`config.mk`:
```
export PLATFORM = sky130hd
export DESIGN_NAME = cogen_top
export DESIGN_NICKNAME = d
export VERILOG_FILES = /design/src/verilog/cogen_pkg.sv /design/src/verilog/cogen_top.sv /design/src/verilog/cogen_timer.sv
export VERILOG_INCLUDE_DIRS = /design/src /design/src/verilog
export SDC_FILE = /design/constraint.sdc
export NUM_CORES = 1
export LEC_CHECK = 0
export BUFFER_PORTS_ARGS = -buffer_cell sky130_fd_sc_hd__buf_2
export CAP_MARGIN = 25
export CELL_PAD_IN_SITES_DETAIL_PLACEMENT = 1
export CELL_PAD_IN_SITES_GLOBAL_PLACEMENT = 1
export CORE_ASPECT_RATIO = 0.8
export CORE_MARGIN = 4
export CORE_UTILIZATION = 35
export DETAILED_ROUTE_END_ITERATION = 12
export PLACE_DENSITY_LB_ADDON = 0.1
export SYNTH_ARGS = -nofsm -noshare
export SYNTH_HDL_FRONTEND = slang
export SYNTH_SLANG_ARGS = --single-unit
```
`constraint.sdc`:
```
create_clock -name clk -period 2 [get_ports clk]
set_input_delay 0.1 -clock clk [delete_from_list [all_inputs] [get_ports clk]]
set_output_delay 0.1 -clock clk [all_outputs]
set_load 0.01 [all_outputs]
```
`src/verilog/cogen_map.svh`:
```
// constants of the complementary output generator: mode codes, timer slots,
// reset values and timing counts.
// assumes inclusion by its bare name from the package and the design files.
`ifndef COGEN_MAP_SVH
`define COGEN_MAP_SVH

// ======================================================================
// operating mode field codes
`define COGEN_MD_STEER 3'h0
`define COGEN_MD_SYNC  3'h1
`define COGEN_MD_FWD   3'h2
`define COGEN_MD_REV   3'h3
`define COGEN_MD_HALF  3'h4
`define COGEN_MD_PUSH  3'h5

// ======================================================================
// timer slots
`define COGEN_T_PH_R   0
`define COGEN_T_PH_F   1
`define COGEN_T_BL_R   2
`define COGEN_T_BL_F   3
`define COGEN_T_DB_R   4
`define COGEN_T_DB_F   5
`define COGEN_T_NUM    6

// ======================================================================
// widths, reset values and timing counts
`define COGEN_TMR_W     8
`define COGEN_DIV_W     8
`define COGEN_GEN_DIV   8'h01
`define COGEN_STEER_RST 4'h0

`endif

```
`src/verilog/cogen_pkg.sv`:
```
// types of the complementary output generator.
// assumes cogen_map.svh is on the include path.
`include "cogen_map.svh"

package cogen_pkg;

   // ===================================================================
   // operating modes
   typedef enum logic [2:0]
   {
      COGEN_STEER = `COGEN_MD_STEER,
      COGEN_SYNC  = `COGEN_MD_SYNC,
      COGEN_FWD   = `COGEN_MD_FWD,
      COGEN_REV   = `COGEN_MD_REV,
      COGEN_HALF  = `COGEN_MD_HALF,
      COGEN_PUSH  = `COGEN_MD_PUSH
   } cogen_mode_e;

   // ===================================================================
   // state of the generator core
   typedef struct packed
   {
      logic [2:0]              rs;
      logic [2:0]              fs;
      logic                    rise_lvl;
      logic                    fall_lvl;
      logic [3:0]              steer;
      logic [3:0]              steer_pend;
      logic                    pend;
      logic                    rise_act;
      logic                    fall_act;
      logic                    prim;
      logic                    comp;
      logic                    pp_sel;
      logic [2:0]              mode_prev;
      logic [`COGEN_DIV_W-1:0] div;
      logic                    tick;
      logic [3:0]              outs;
   } cogen_state_s;

endpackage

```
`src/verilog/cogen_top.sv`:
```
// complementary output generator core: event sync, timers, mode mapping.
// assumes rise_src and fall_src may be asynchronous; all config on clk.
`timescale 1ns/1ps
`default_nettype none
`include "cogen_map.svh"

// Notes on behaviour
// mode 000 is steered, 001 synchronous steered
// mode 010 is forward full-bridge, 011 reverse full-bridge
// mode 100 is half-bridge with primary and complementary waveforms
// mode 101 is push-pull
// steered modes put the pwm on any outputs picked by steering
// plain steered: steering write takes effect on the next cycle
// synchronous steered: new steering waits for the next rising event
// static data on unsteered outputs updates at once in either mode
// period follows rising events, duty spans rising to falling event
// events may be asynchronous and may share one source
// full-bridge: two outputs active, one modulated, one held on
// direction change delays modulated output by a dead-band time
// forward: output d modulated, output a held on
// reverse: output b modulated, output c held on
// half-bridge turn-on delayed after the other turns off
// half-bridge primary on a and c, complementary on b and d
// push-pull: a equals c, b equals d
// push-pull drive runs from rising to falling event
// push-pull each rising event swaps to the other output pair
// optional blanking of opposite event input after each event
// optional phase delay between event and drive
// dead-band from generator clock or a clock-independent chain; the chain option here counts every clk
// while disabled primary inactive and complementary active
// rising event: phase, clear complementary, blank, dead-band, set primary
module cogen_top
   import cogen_pkg::*;
#(
   parameter int                      TW      = `COGEN_TMR_W,
   parameter logic [`COGEN_DIV_W-1:0] GEN_DIV = `COGEN_GEN_DIV
)
(
   input  wire logic          clk,
   input  wire logic          rst_n,
   input  wire logic          enable_i,
   input  wire logic [2:0]    operating_mode_field,
   input  wire logic [3:0]    steer_in,
   input  wire logic          steer_wr,
   input  wire logic [3:0]    static_data,
   input  wire logic          rise_src,
   input  wire logic          fall_src,
   input  wire logic [TW-1:0] phase_rise_len,
   input  wire logic [TW-1:0] phase_fall_len,
   input  wire logic [TW-1:0] blank_rise_len,
   input  wire logic [TW-1:0] blank_fall_len,
   input  wire logic [TW-1:0] db_rise_len,
   input  wire logic [TW-1:0] db_fall_len,
   input  wire logic          db_rise_chain,
   input  wire logic          db_fall_chain,
   output logic               drive_out_a,
   output logic               drive_out_b,
   output logic               drive_out_c,
   output logic               drive_out_d
);

   cogen_state_s q;
   cogen_state_s d;
   cogen_mode_e  md;
   cogen_mode_e  md_prev;

   logic [TW-1:0]            t_load [`COGEN_T_NUM];
   logic [`COGEN_T_NUM-1:0]  t_raw;
   logic [`COGEN_T_NUM-1:0]  t_start;
   logic [`COGEN_T_NUM-1:0]  t_fire;
   logic [`COGEN_T_NUM-1:0]  t_busy;
   logic [`COGEN_T_NUM-1:0]  t_done;
   logic [`COGEN_T_NUM-1:0]  t_tick;
   logic                     rise_edge;
   logic                     fall_edge;
   logic                     rise_ev;
   logic                     fall_ev;
   logic                     half;
   logic                     to_fwd;
   logic                     to_rev;
   logic                     fb_mask;

   // zero length means the stage is skipped
   function automatic logic is_zero(input logic [TW-1:0] v);
      is_zero = (v == '0);
   endfunction

   assign md      = cogen_mode_e'(operating_mode_field);
   assign md_prev = cogen_mode_e'(q.mode_prev);
   assign half    = (md == COGEN_HALF);

   // ===================================================================
   // event detection after the synchronisers
   // level counts once second and third stage agree
   assign rise_edge = (q.rs[1] == q.rs[2]) && q.rs[2] && !q.rise_lvl;
   assign fall_edge = (q.fs[1] == q.fs[2]) && !q.fs[2] && q.fall_lvl;
   // blanking hides the opposite input after each event
   assign rise_ev   = enable_i && rise_edge && !t_busy[`COGEN_T_BL_R];
   assign fall_ev   = enable_i && fall_edge && !t_busy[`COGEN_T_BL_F];

   // ===================================================================
   // timer sequencing
   assign t_load[`COGEN_T_PH_R] = phase_rise_len;
   assign t_load[`COGEN_T_PH_F] = phase_fall_len;
   assign t_load[`COGEN_T_BL_R] = blank_rise_len;
   assign t_load[`COGEN_T_BL_F] = blank_fall_len;
   assign t_load[`COGEN_T_DB_R] = db_rise_len;
   assign t_load[`COGEN_T_DB_F] = db_fall_len;

   // direction change in full-bridge
   assign to_fwd = enable_i && md == COGEN_FWD && md_prev == COGEN_REV;
   assign to_rev = enable_i && md == COGEN_REV && md_prev == COGEN_FWD;

   // phase stages start on the events
   assign t_raw[`COGEN_T_PH_R]  = rise_ev;
   assign t_raw[`COGEN_T_PH_F]  = fall_ev;
   assign t_fire[`COGEN_T_PH_R] = (t_raw[`COGEN_T_PH_R] && is_zero(phase_rise_len)) || t_done[`COGEN_T_PH_R];
   assign t_fire[`COGEN_T_PH_F] = (t_raw[`COGEN_T_PH_F] && is_zero(phase_fall_len)) || t_done[`COGEN_T_PH_F];
   // blanking and half-bridge dead-band start once phase delay is over
   assign t_raw[`COGEN_T_BL_F]  = t_fire[`COGEN_T_PH_R];
   assign t_raw[`COGEN_T_BL_R]  = t_fire[`COGEN_T_PH_F];
   assign t_raw[`COGEN_T_DB_R]  = (half && t_fire[`COGEN_T_PH_R]) || to_fwd;
   assign t_raw[`COGEN_T_DB_F]  = (half && t_fire[`COGEN_T_PH_F]) || to_rev;
   assign t_fire[`COGEN_T_BL_R] = t_done[`COGEN_T_BL_R];
   assign t_fire[`COGEN_T_BL_F] = t_done[`COGEN_T_BL_F];
   assign t_fire[`COGEN_T_DB_R] = (t_raw[`COGEN_T_DB_R] && is_zero(db_rise_len)) || t_done[`COGEN_T_DB_R];
   assign t_fire[`COGEN_T_DB_F] = (t_raw[`COGEN_T_DB_F] && is_zero(db_fall_len)) || t_done[`COGEN_T_DB_F];

   // modulated output held off while direction dead-band runs
   assign fb_mask = t_busy[`COGEN_T_DB_R] || t_busy[`COGEN_T_DB_F] || to_fwd || to_rev;

   // timer bank; chain dead-band counts every clk, not the timing clock
   genvar k;
   generate
      for (k = 0; k < `COGEN_T_NUM; k++)
      begin : g_tmr
         assign t_start[k] = t_raw[k] && !is_zero(t_load[k]);
         assign t_tick[k]  = ((k == `COGEN_T_DB_R) && db_rise_chain)
                          || ((k == `COGEN_T_DB_F) && db_fall_chain) || q.tick;
         cogen_timer #(.W(TW)) u_tmr
         (
            .clk   (clk),
            .rst_n (rst_n),
            .start (t_start[k]),
            .tick  (t_tick[k]),
            .load  (t_load[k]),
            .busy  (t_busy[k]),
            .done  (t_done[k])
         );
      end
   endgenerate

   // ===================================================================
   // next state
   always_comb
   begin
      d = q;
      // three-stage synchronisers
      d.rs = {q.rs[1:0], rise_src};
      d.fs = {q.fs[1:0], fall_src};
      if (q.rs[1] == q.rs[2])
         d.rise_lvl = q.rs[2];
      if (q.fs[1] == q.fs[2])
         d.fall_lvl = q.fs[2];
      d.mode_prev = operating_mode_field;
      // generator timing clock enable
      if (q.div >= GEN_DIV - 1'b1)
      begin
         d.div  = '0;
         d.tick = 1'b1;
      end
      else
      begin
         d.div  = q.div + 1'b1;
         d.tick = 1'b0;
      end
      // half-bridge dead-band expiry; a zero length expires with its event
      // the event branches below come later so that a new event wins
      if (half && t_fire[`COGEN_T_DB_R] && (q.rise_act || t_fire[`COGEN_T_PH_R]))
         d.prim = 1'b1;
      if (half && t_fire[`COGEN_T_DB_F] && (q.fall_act || t_fire[`COGEN_T_PH_F]))
         d.comp = 1'b1;
      // rising side: clear complementary; set primary now, in half-bridge after dead-band
      if (t_fire[`COGEN_T_PH_R])
      begin
         d.rise_act = 1'b1;
         d.fall_act = 1'b0;
         d.comp     = 1'b0;
         if (!half)
            d.prim = 1'b1;
      end
      // falling side: clear primary; set complementary now, in half-bridge after dead-band
      if (t_fire[`COGEN_T_PH_F])
      begin
         d.fall_act = 1'b1;
         d.rise_act = 1'b0;
         d.prim     = 1'b0;
         if (!half)
            d.comp = 1'b1;
      end
      // push-pull pair alternates per period
      if (rise_ev)
         d.pp_sel = !q.pp_sel;
      // steering register
      if (steer_wr && md == COGEN_SYNC)
      begin
         d.steer_pend = steer_in;
         d.pend       = 1'b1;
      end
      else if (steer_wr)
         d.steer = steer_in;
      if (md == COGEN_SYNC && q.pend && rise_ev)
      begin
         d.steer = q.steer_pend;
         d.pend  = steer_wr;
      end
      else if (md != COGEN_SYNC && q.pend)
      begin
         // a write in this same cycle is newer than the pending value
         if (!steer_wr)
            d.steer = q.steer_pend;
         d.pend = 1'b0;
      end
      // disabled: primary off, complementary on
      if (!enable_i)
      begin
         d.prim     = 1'b0;
         d.comp     = 1'b1;
         d.rise_act = 1'b0;
         d.fall_act = 1'b0;
         d.pp_sel   = 1'b1;
      end
      // output mapping per mode; bit 0 is a, bit 3 is d
      unique case (md)
         COGEN_STEER, COGEN_SYNC:
            for (int i = 0; i < 4; i++)
               d.outs[i] = q.steer[i] ? q.prim : static_data[i];
         COGEN_FWD:
            d.outs = {q.prim && !fb_mask, 1'b0, 1'b0, enable_i};
         COGEN_REV:
            d.outs = {1'b0, enable_i, q.prim && !fb_mask, 1'b0};
         COGEN_HALF:
            d.outs = {q.comp, q.prim, q.comp, q.prim};
         COGEN_PUSH:
            d.outs = {q.prim && q.pp_sel, q.prim && !q.pp_sel,
                      q.prim && q.pp_sel, q.prim && !q.pp_sel};
         default:
            d.outs = 4'h0;
      endcase
   end

   // state register
   always_ff @(posedge clk)
   begin
      if (!rst_n)
      begin
         q        <= '0;
         q.steer  <= `COGEN_STEER_RST;
         q.comp   <= 1'b1;
         q.pp_sel <= 1'b1;
      end
      else
         q <= d;
   end

   assign drive_out_a = q.outs[0];
   assign drive_out_b = q.outs[1];
   assign drive_out_c = q.outs[2];
   assign drive_out_d = q.outs[3];
endmodule

`default_nettype wire

```
`src/verilog/cogen_timer.sv`:
```
// one-shot down counter used for phase delay, blanking and dead-band.
// assumes start and tick come from logic on clk.
`timescale 1ns/1ps
`default_nettype none
`include "cogen_map.svh"

module cogen_timer
   import cogen_pkg::*;
#(
   parameter int W = `COGEN_TMR_W
)
(
   input  wire logic         clk,
   input  wire logic         rst_n,
   input  wire logic         start,
   input  wire logic         tick,
   input  wire logic [W-1:0] load,
   output logic              busy,
   output logic              done
);

   typedef struct packed
   {
      logic [W-1:0] cnt;
      logic         busy;
      logic         done;
   } cogen_tmr_s;

   cogen_tmr_s q;
   cogen_tmr_s d;

   // ===================================================================
   // count down on tick, pulse done when the count runs out
   always_comb
   begin
      d      = q;
      d.done = 1'b0;
      if (start)
      begin
         d.busy = 1'b1;
         d.cnt  = load;
      end
      else if (q.busy && q.cnt == '0)
      begin
         d.busy = 1'b0;
         d.done = 1'b1;
      end
      else if (q.busy && tick)
      begin
         d.cnt = q.cnt - 1'b1;
      end
   end

   // state register
   always_ff @(posedge clk)
   begin
      if (!rst_n)
         q <= '0;
      else
         q <= d;
   end

   assign busy = q.busy;
   assign done = q.done;

endmodule

`default_nettype wire

```
==> flow_summary.json, run 1 <==
{
  "status": "complete, no violations",
  "rr_startpoint": "g_tmr[1].u_tmr.q[2]",
  "numCtsBuffers": 9,
  "fp.dieW_um": 135,
  "portBuffers": 70,
  "yosys_warnings": 0,
  "pre_cts_ws_ps": 25.3,
  "dp.cells": 764,
  "ys_seq_area_share_pct": 39.2,
  "vias": 4096,
  "crit_start": "g_tmr[1].u_tmr.q[2]",
  "pwr_density_cell_nw_per_um2": 660,
  "track_usage_pct": 17.1,
  "pwr-share-clk_pct": 42.9,
  "period_share_pct": 94.0,
  "setup_viol": 0,
  "relSlewSlack_pct": 57.5,
  "yosys_register_bits": 88,
  "grt_pass1_wl_um": 20300,
  "n_antenna_cell": 0,
  "slowest_stage": "dfxtp_1",
  "cts_tree": "yes",
  "hold_path_class": "in -> reg",
  "overflow": 0,
  "hold_viol": 0,
  "p_sw_mw": 0.878,
  "clock_path_buffers": 2,
  "synth_nets": 600,
  "layout_commonest_cell": "dfxtp_1",
  "syn2layout_area_growth_pct": 21.9,
  "grt_max_degree": 52,
  "die_area_sq_um": 14700,
  "fp-row-count": 36,
  "worstSetupPathType": "reg -> reg",
  "min_from": "steer_in[1]",
  "finalSetupTns_ps": 0,
  "p_leak_nw": 2.06,
  "cp-start-kind": "register",
  "p_int_mw": 2.73,
  "synth_cells": 525,
  "fmax_ghz": 0.532,
  "grt_pass1_vias": 4185,
  "nets": 685,
  "wl_per_cell_um": 15.5,
  "finalPower_mw": 3.61,
  "die_h_um": 109,
  "h-tree-depth": 3,
  "required_ps": 2250,
  "worst_pin_slew_ps": 631,
  "ios": 71,
  "start_util_pct": 36.4,
  "crit_family": "simple AND/OR/NAND/NOR gates",
  "cpPeakStageDelay_ps": 360,
  "dr.pass1.iters": 4,
  "antenna_found_initial": 0,
  "clk-insertion-delay-late_ps": 350,
  "fillers": 1488,
  "p_sw_share_pct": 24.3,
  "ant_nets": 0,
  "drtIter0Drc": 123,
  "gp_congestion": 0.781,
  "vias_per_cell": 5.21,
  "netlist_area_sq_um": 4490,
  "layout_common_cells": "88 x dfxtp_1, 70 x buf_2, 55 x nand2_1, 48 x a21oi_1, 40 x o21ai_0",
  "finalNonFillerCells": 786,
  "core_area_sq_um": 12300,
  "syn_area_per_cell_sq_um": 8.55,
  "drt_wl_total_um": 12200,
  "worstPathMaxFanout": 4,
  "maxCapViolations": 0,
  "sequentialPowerShare_pct": 49.7,
  "setup_ws_ps": 120,
  "finish.utilization_pct": 44.3,
  "synth_edf_count": 0,
  "path_clk_slew_ps": 70,
  "yosysUniqueCellTypes": 67,
  "slew_violations": 0,
  "cts-root-buf": "clkbuf_16",
  "cp_cell_sequence": "inv_1 -> ha_1 -> nor3b_2 -> a21o_1 -> or3_1 -> xor2_1 -> a211oi_1",
  "ir_drop_mv": 0.427,
  "async_flop_share_pct": 0,
  "clock_skew_ps": 8.81,
  "clock-sinks": 88,
  "end_kind": "register",
  "drc_errors": 0,
  "p_comb_share_pct": 7.4,
  "worst-path-buf-inv": 1,
  "drive_above_1_share_pct": 22.0,
  "cp.arrival_ps": 2130,
  "place_hpwl_um": 8900,
  "min_period_ps": 1880,
  "synth_ff_type": "dfxtp_1"
}
## per-stage QoR
stage	hold WS, ps	cell area (sq um)
floorplan	128	4490
global placement	314	5090
detailed placement	317	5090
CTS	0.0640	5400
global route	5.62	5470
finish	9.09	5470
## area by class of cell
type	count	area, sq um	area share, %
multi-input cells	395	2580	47.1
flip-flops and latches	88	1760	32.2
repair buffers	95	573	10.5
clock buffers	10	229	4.19
well taps	171	214	3.91
inverters	21	78.8	1.44
clock inverters	6	36.3	0.663
## power groups by stage
stage	clock network, mW	registers, mW	logic [mW]
3_3_place_gp	0	1.83	0.254
5_1_grt	1.68	1.80	0.299
3_5_place_dp	0	1.83	0.261
2_1_floorplan	0	1.83	0.122
6_report	1.55	1.79	0.266
4_1_cts	1.61	1.79	0.268
## Yosys cell counts (8+ instances only)
library cell | instances | area share, %
inv_1 | 20 | 1.7
ha_1 | 8 | 2.2
xnor2_1 | 17 | 3.3
a21oi_1 | 49 | 5.5
nand3_1 | 17 | 1.9
dfxtp_1 | 88 | 39
xor2_1 | 15 | 2.9
clkbuf_1 | 10 | 0.84
nand2_1 | 55 | 4.6
nor2b_1 | 9 | 1.3
o21ai_0 | 40 | 4.5
nor4_1 | 21 | 2.9
mux2i_1 | 12 | 2.7
nor2_1 | 36 | 3.0
nor3_1 | 10 | 1.1
a211oi_1 | 12 | 2.0
## flip-flops by register name, indices dropped and copies added (netlist names)
| register | flops |
|---|---|
| d | 4 |
| drive_out_a | 1 |
| drive_out_b | 1 |
| drive_out_c | 1 |
| drive_out_d | 1 |
| g_tmr.u_tmr.busy | 6 |
| g_tmr.u_tmr.done | 4 |
| g_tmr.u_tmr.q | 48 |
| md_prev | 3 |
| q | 19 |
## routing by layer
metal / vias to the layer above / global-route usage, % / share of wire, %
met5: - / 0 / 0
met4: 0 / 5.89 / 2.0
met3: 19 / 3.98 / 3.1
met2: 61 / 28.1 / 46
met1: 1944 / 22.2 / 49
li1: 2072 / - / -
## worst register-to-register path: stages, from the launching register on
cell and delay [ps]:
dfxtp_1 360, inv_1 60, ha_1 220, nor3b_2 180, a21o_1 210, or3_1 370
xor2_1 150, a211oi_1 240
## cell families (layout without fill, tap and decap cells)
logic type / after synthesis / in the layout / synth area share (%)
simple gates: 200 / 200 / 24.2
compound gates: 141 / 141 / 20.5
flops: 88 / 88 / 39.2
buf+inv: 42 / 132 / 4.40
xor+xnor: 32 / 32 / 6.24
mux: 14 / 14 / 3.18
fa+ha+maj: 8 / 8 / 2.23
## timing repair
action                     in CTS  in global routing
resized for setup               0                  8
hold endpoints to repair        4                  0
setup buffers                   0                  2
setup endpoints to repair       0                 14
hold buffers                    4                  0
## path summary, 6_finish.rpt
| path | end | slack [ps] | cells after the start |
|---|---|---|---|
| setup / recovery | g_tmr[1].u_tmr.q[7] | 120 | 7 |
| hold / removal | q[23] | 9 | 3 |
| setup reg to reg | g_tmr[1].u_tmr.q[7] | 120 | 7 |
| hold reg to reg | d[34] | 440 | 1 |
Power figures use the tool's default switching activity.
==> run 2, diff against run 1 <==
Settings changed: PLACE_DENSITY set to 0.8, PLACE_DENSITY_LB_ADDON 0.1 to not set.
==> flow_summary.json, run 2 (synthesis results as in run 1) <==
{
  "status": "complete, no violations",
  "start_util_pct": 36.4,
  "fp-row-count": 36,
  "syn2layout_area_growth_pct": 22.4,
  "p_leak_nw": 2.07,
  "grt_setup_unrepaired": "true",
  "required_ps": 2260,
  "maxCapViolations": 0,
  "die_area_sq_um": 14700,
  "gp_congestion": 0.818,
  "cp-start-kind": "register",
  "drc_errors": 0,
  "die_h_um": 109,
  "fp.dieW_um": 135,
  "regMostFlops": "g_tmr.u_tmr.q",
  "fmax_ghz": 0.516,
  "finalPower_mw": 3.80,
  "place_hpwl_um": 9610,
  "clock-sinks": 88,
  "wl_met1_um": 6050,
  "ios": 71,
  "path_clk_slew_ps": 70,
  "layout_common_cells": "88 x dfxtp_1, 70 x buf_2, 55 x nand2_1, 48 x a21oi_1, 40 x o21ai_0",
  "relSlewSlack_pct": 53.6,
  "grt_pass1_wl_um": 21900,
  "slew_violations": 0,
  "dr.pass1.iters": 4,
  "wl_per_cell_um": 16.8,
  "met3WireLength_um": 547,
  "drt_wl_total_um": 13200,
  "cts_tree": "yes",
  "overflow": 0,
  "portBuffers": 70,
  "finalSetupTns_ps": 0,
  "drtIter0Drc": 250,
  "layout_commonest_cell": "dfxtp_1",
  "h-tree-depth": 3,
  "top_layer": "met5",
  "wl_met2_um": 6380,
  "clock_skew_ps": 6.42,
  "vias": 4196,
  "cp_cell_sequence": "inv_1 -> ha_1 -> nor3b_4 -> or4b_2 -> mux2i_1 -> a211oi_1",
  "track_usage_pct": 18.5,
  "worstPathMaxFanout": 5,
  "nets": 686,
  "slowest_stage": "or4b_2",
  "crit_family": "simple AND/OR/NAND/NOR gates",
  "worstSetupPathType": "reg -> reg",
  "end_kind": "register",
  "clock_path_buffers": 2,
  "worst-path-buf-inv": 1,
  "antenna_found_initial": 2,
  "cpPeakStageDelay_ps": 620,
  "hold_viol": 0,
  "pwr_density_cell_nw_per_um2": 691,
  "ant_nets": 0,
  "grt_max_degree": 52,
  "hold_path_class": "in -> reg",
  "fillers": 1522,
  "setup_viol": 0,
  "clk-insertion-delay-late_ps": 350,
  "grt_pass1_vias": 4469,
  "largest_register_ffs": 48,
  "core_area_sq_um": 12300,
  "drive_above_1_share_pct": 21.9,
  "period_share_pct": 96.9,
  "ir_drop_mv": 0.446,
  "holdWs_ps": 8.19,
  "worst_pin_slew_ps": 690,
  "numCtsBuffers": 9,
  "n_antenna_cell": 0,
  "min_period_ps": 1940,
  "cp.arrival_ps": 2200,
  "vias_per_cell": 5.33,
  "cts-root-buf": "clkbuf_16"
}
## run 2: power breakdown
group	internal, mW	switching, mW	total [mW]
combinational	0.116	0.151	0.267
sequential	1.78	0.0172	1.80
clock	1.00	0.733	1.73
## run 2: cell type report
type | instances | area (sq um) | share of cell area, %
flip-flops and latches | 88 | 1760 | 32.1
inverters | 21 | 78.8 | 1.43
repair buffers | 96 | 572 | 10.4
multi-input cells | 395 | 2570 | 46.8
clock buffers | 11 | 243 | 4.42
clock inverters | 5 | 56.3 | 1.02
well taps | 171 | 214 | 3.89
## run 2: what timing repair did
action	in CTS	in global routing
setup endpoints to repair	3	14
pin swaps	1	1
hold endpoints to repair	4	0
hold buffers	4	0
buffers inserted	0	3
gates resized for setup	2	6
## run 2: per-layer routing
metal  GRT usage, %  up-vias
met5              0        -
met4           5.09        4
met3           5.26       23
met2           32.2       72
met1           22.7     2019
li1               -     2078
## run 2: path summary, 6_finish.rpt
check,from,endpoint,slack (ps),cells past startpoint
max,g_tmr[2].u_tmr.q[2],g_tmr[2].u_tmr.q[8],60,6
min,steer_in[1],q[23],8,3
max reg2reg,g_tmr[2].u_tmr.q[2],g_tmr[2].u_tmr.q[8],60,6
min reg2reg,d[36],d[37],440,1
## run 2: tightest hold or removal path, cell delays in order
cell	delay (ps)
buf_2	90
mux2i_1	60
nor2_1	80
## run 2: through the flow
step | instances | setup WS, ps | cell area [sq um] | util, %
after floorplan | 525 | 188 | 4490 | -
after global placement | 764 | 129 | 5080 | 41.1
after detailed placement | 764 | 19.2 | 5080 | 41.1
after CTS | 784 | 19.3 | 5430 | 44.0
after global routing | 787 | -98.0 | 5490 | 44.5
final | 787 | 62.5 | 5490 | 44.5
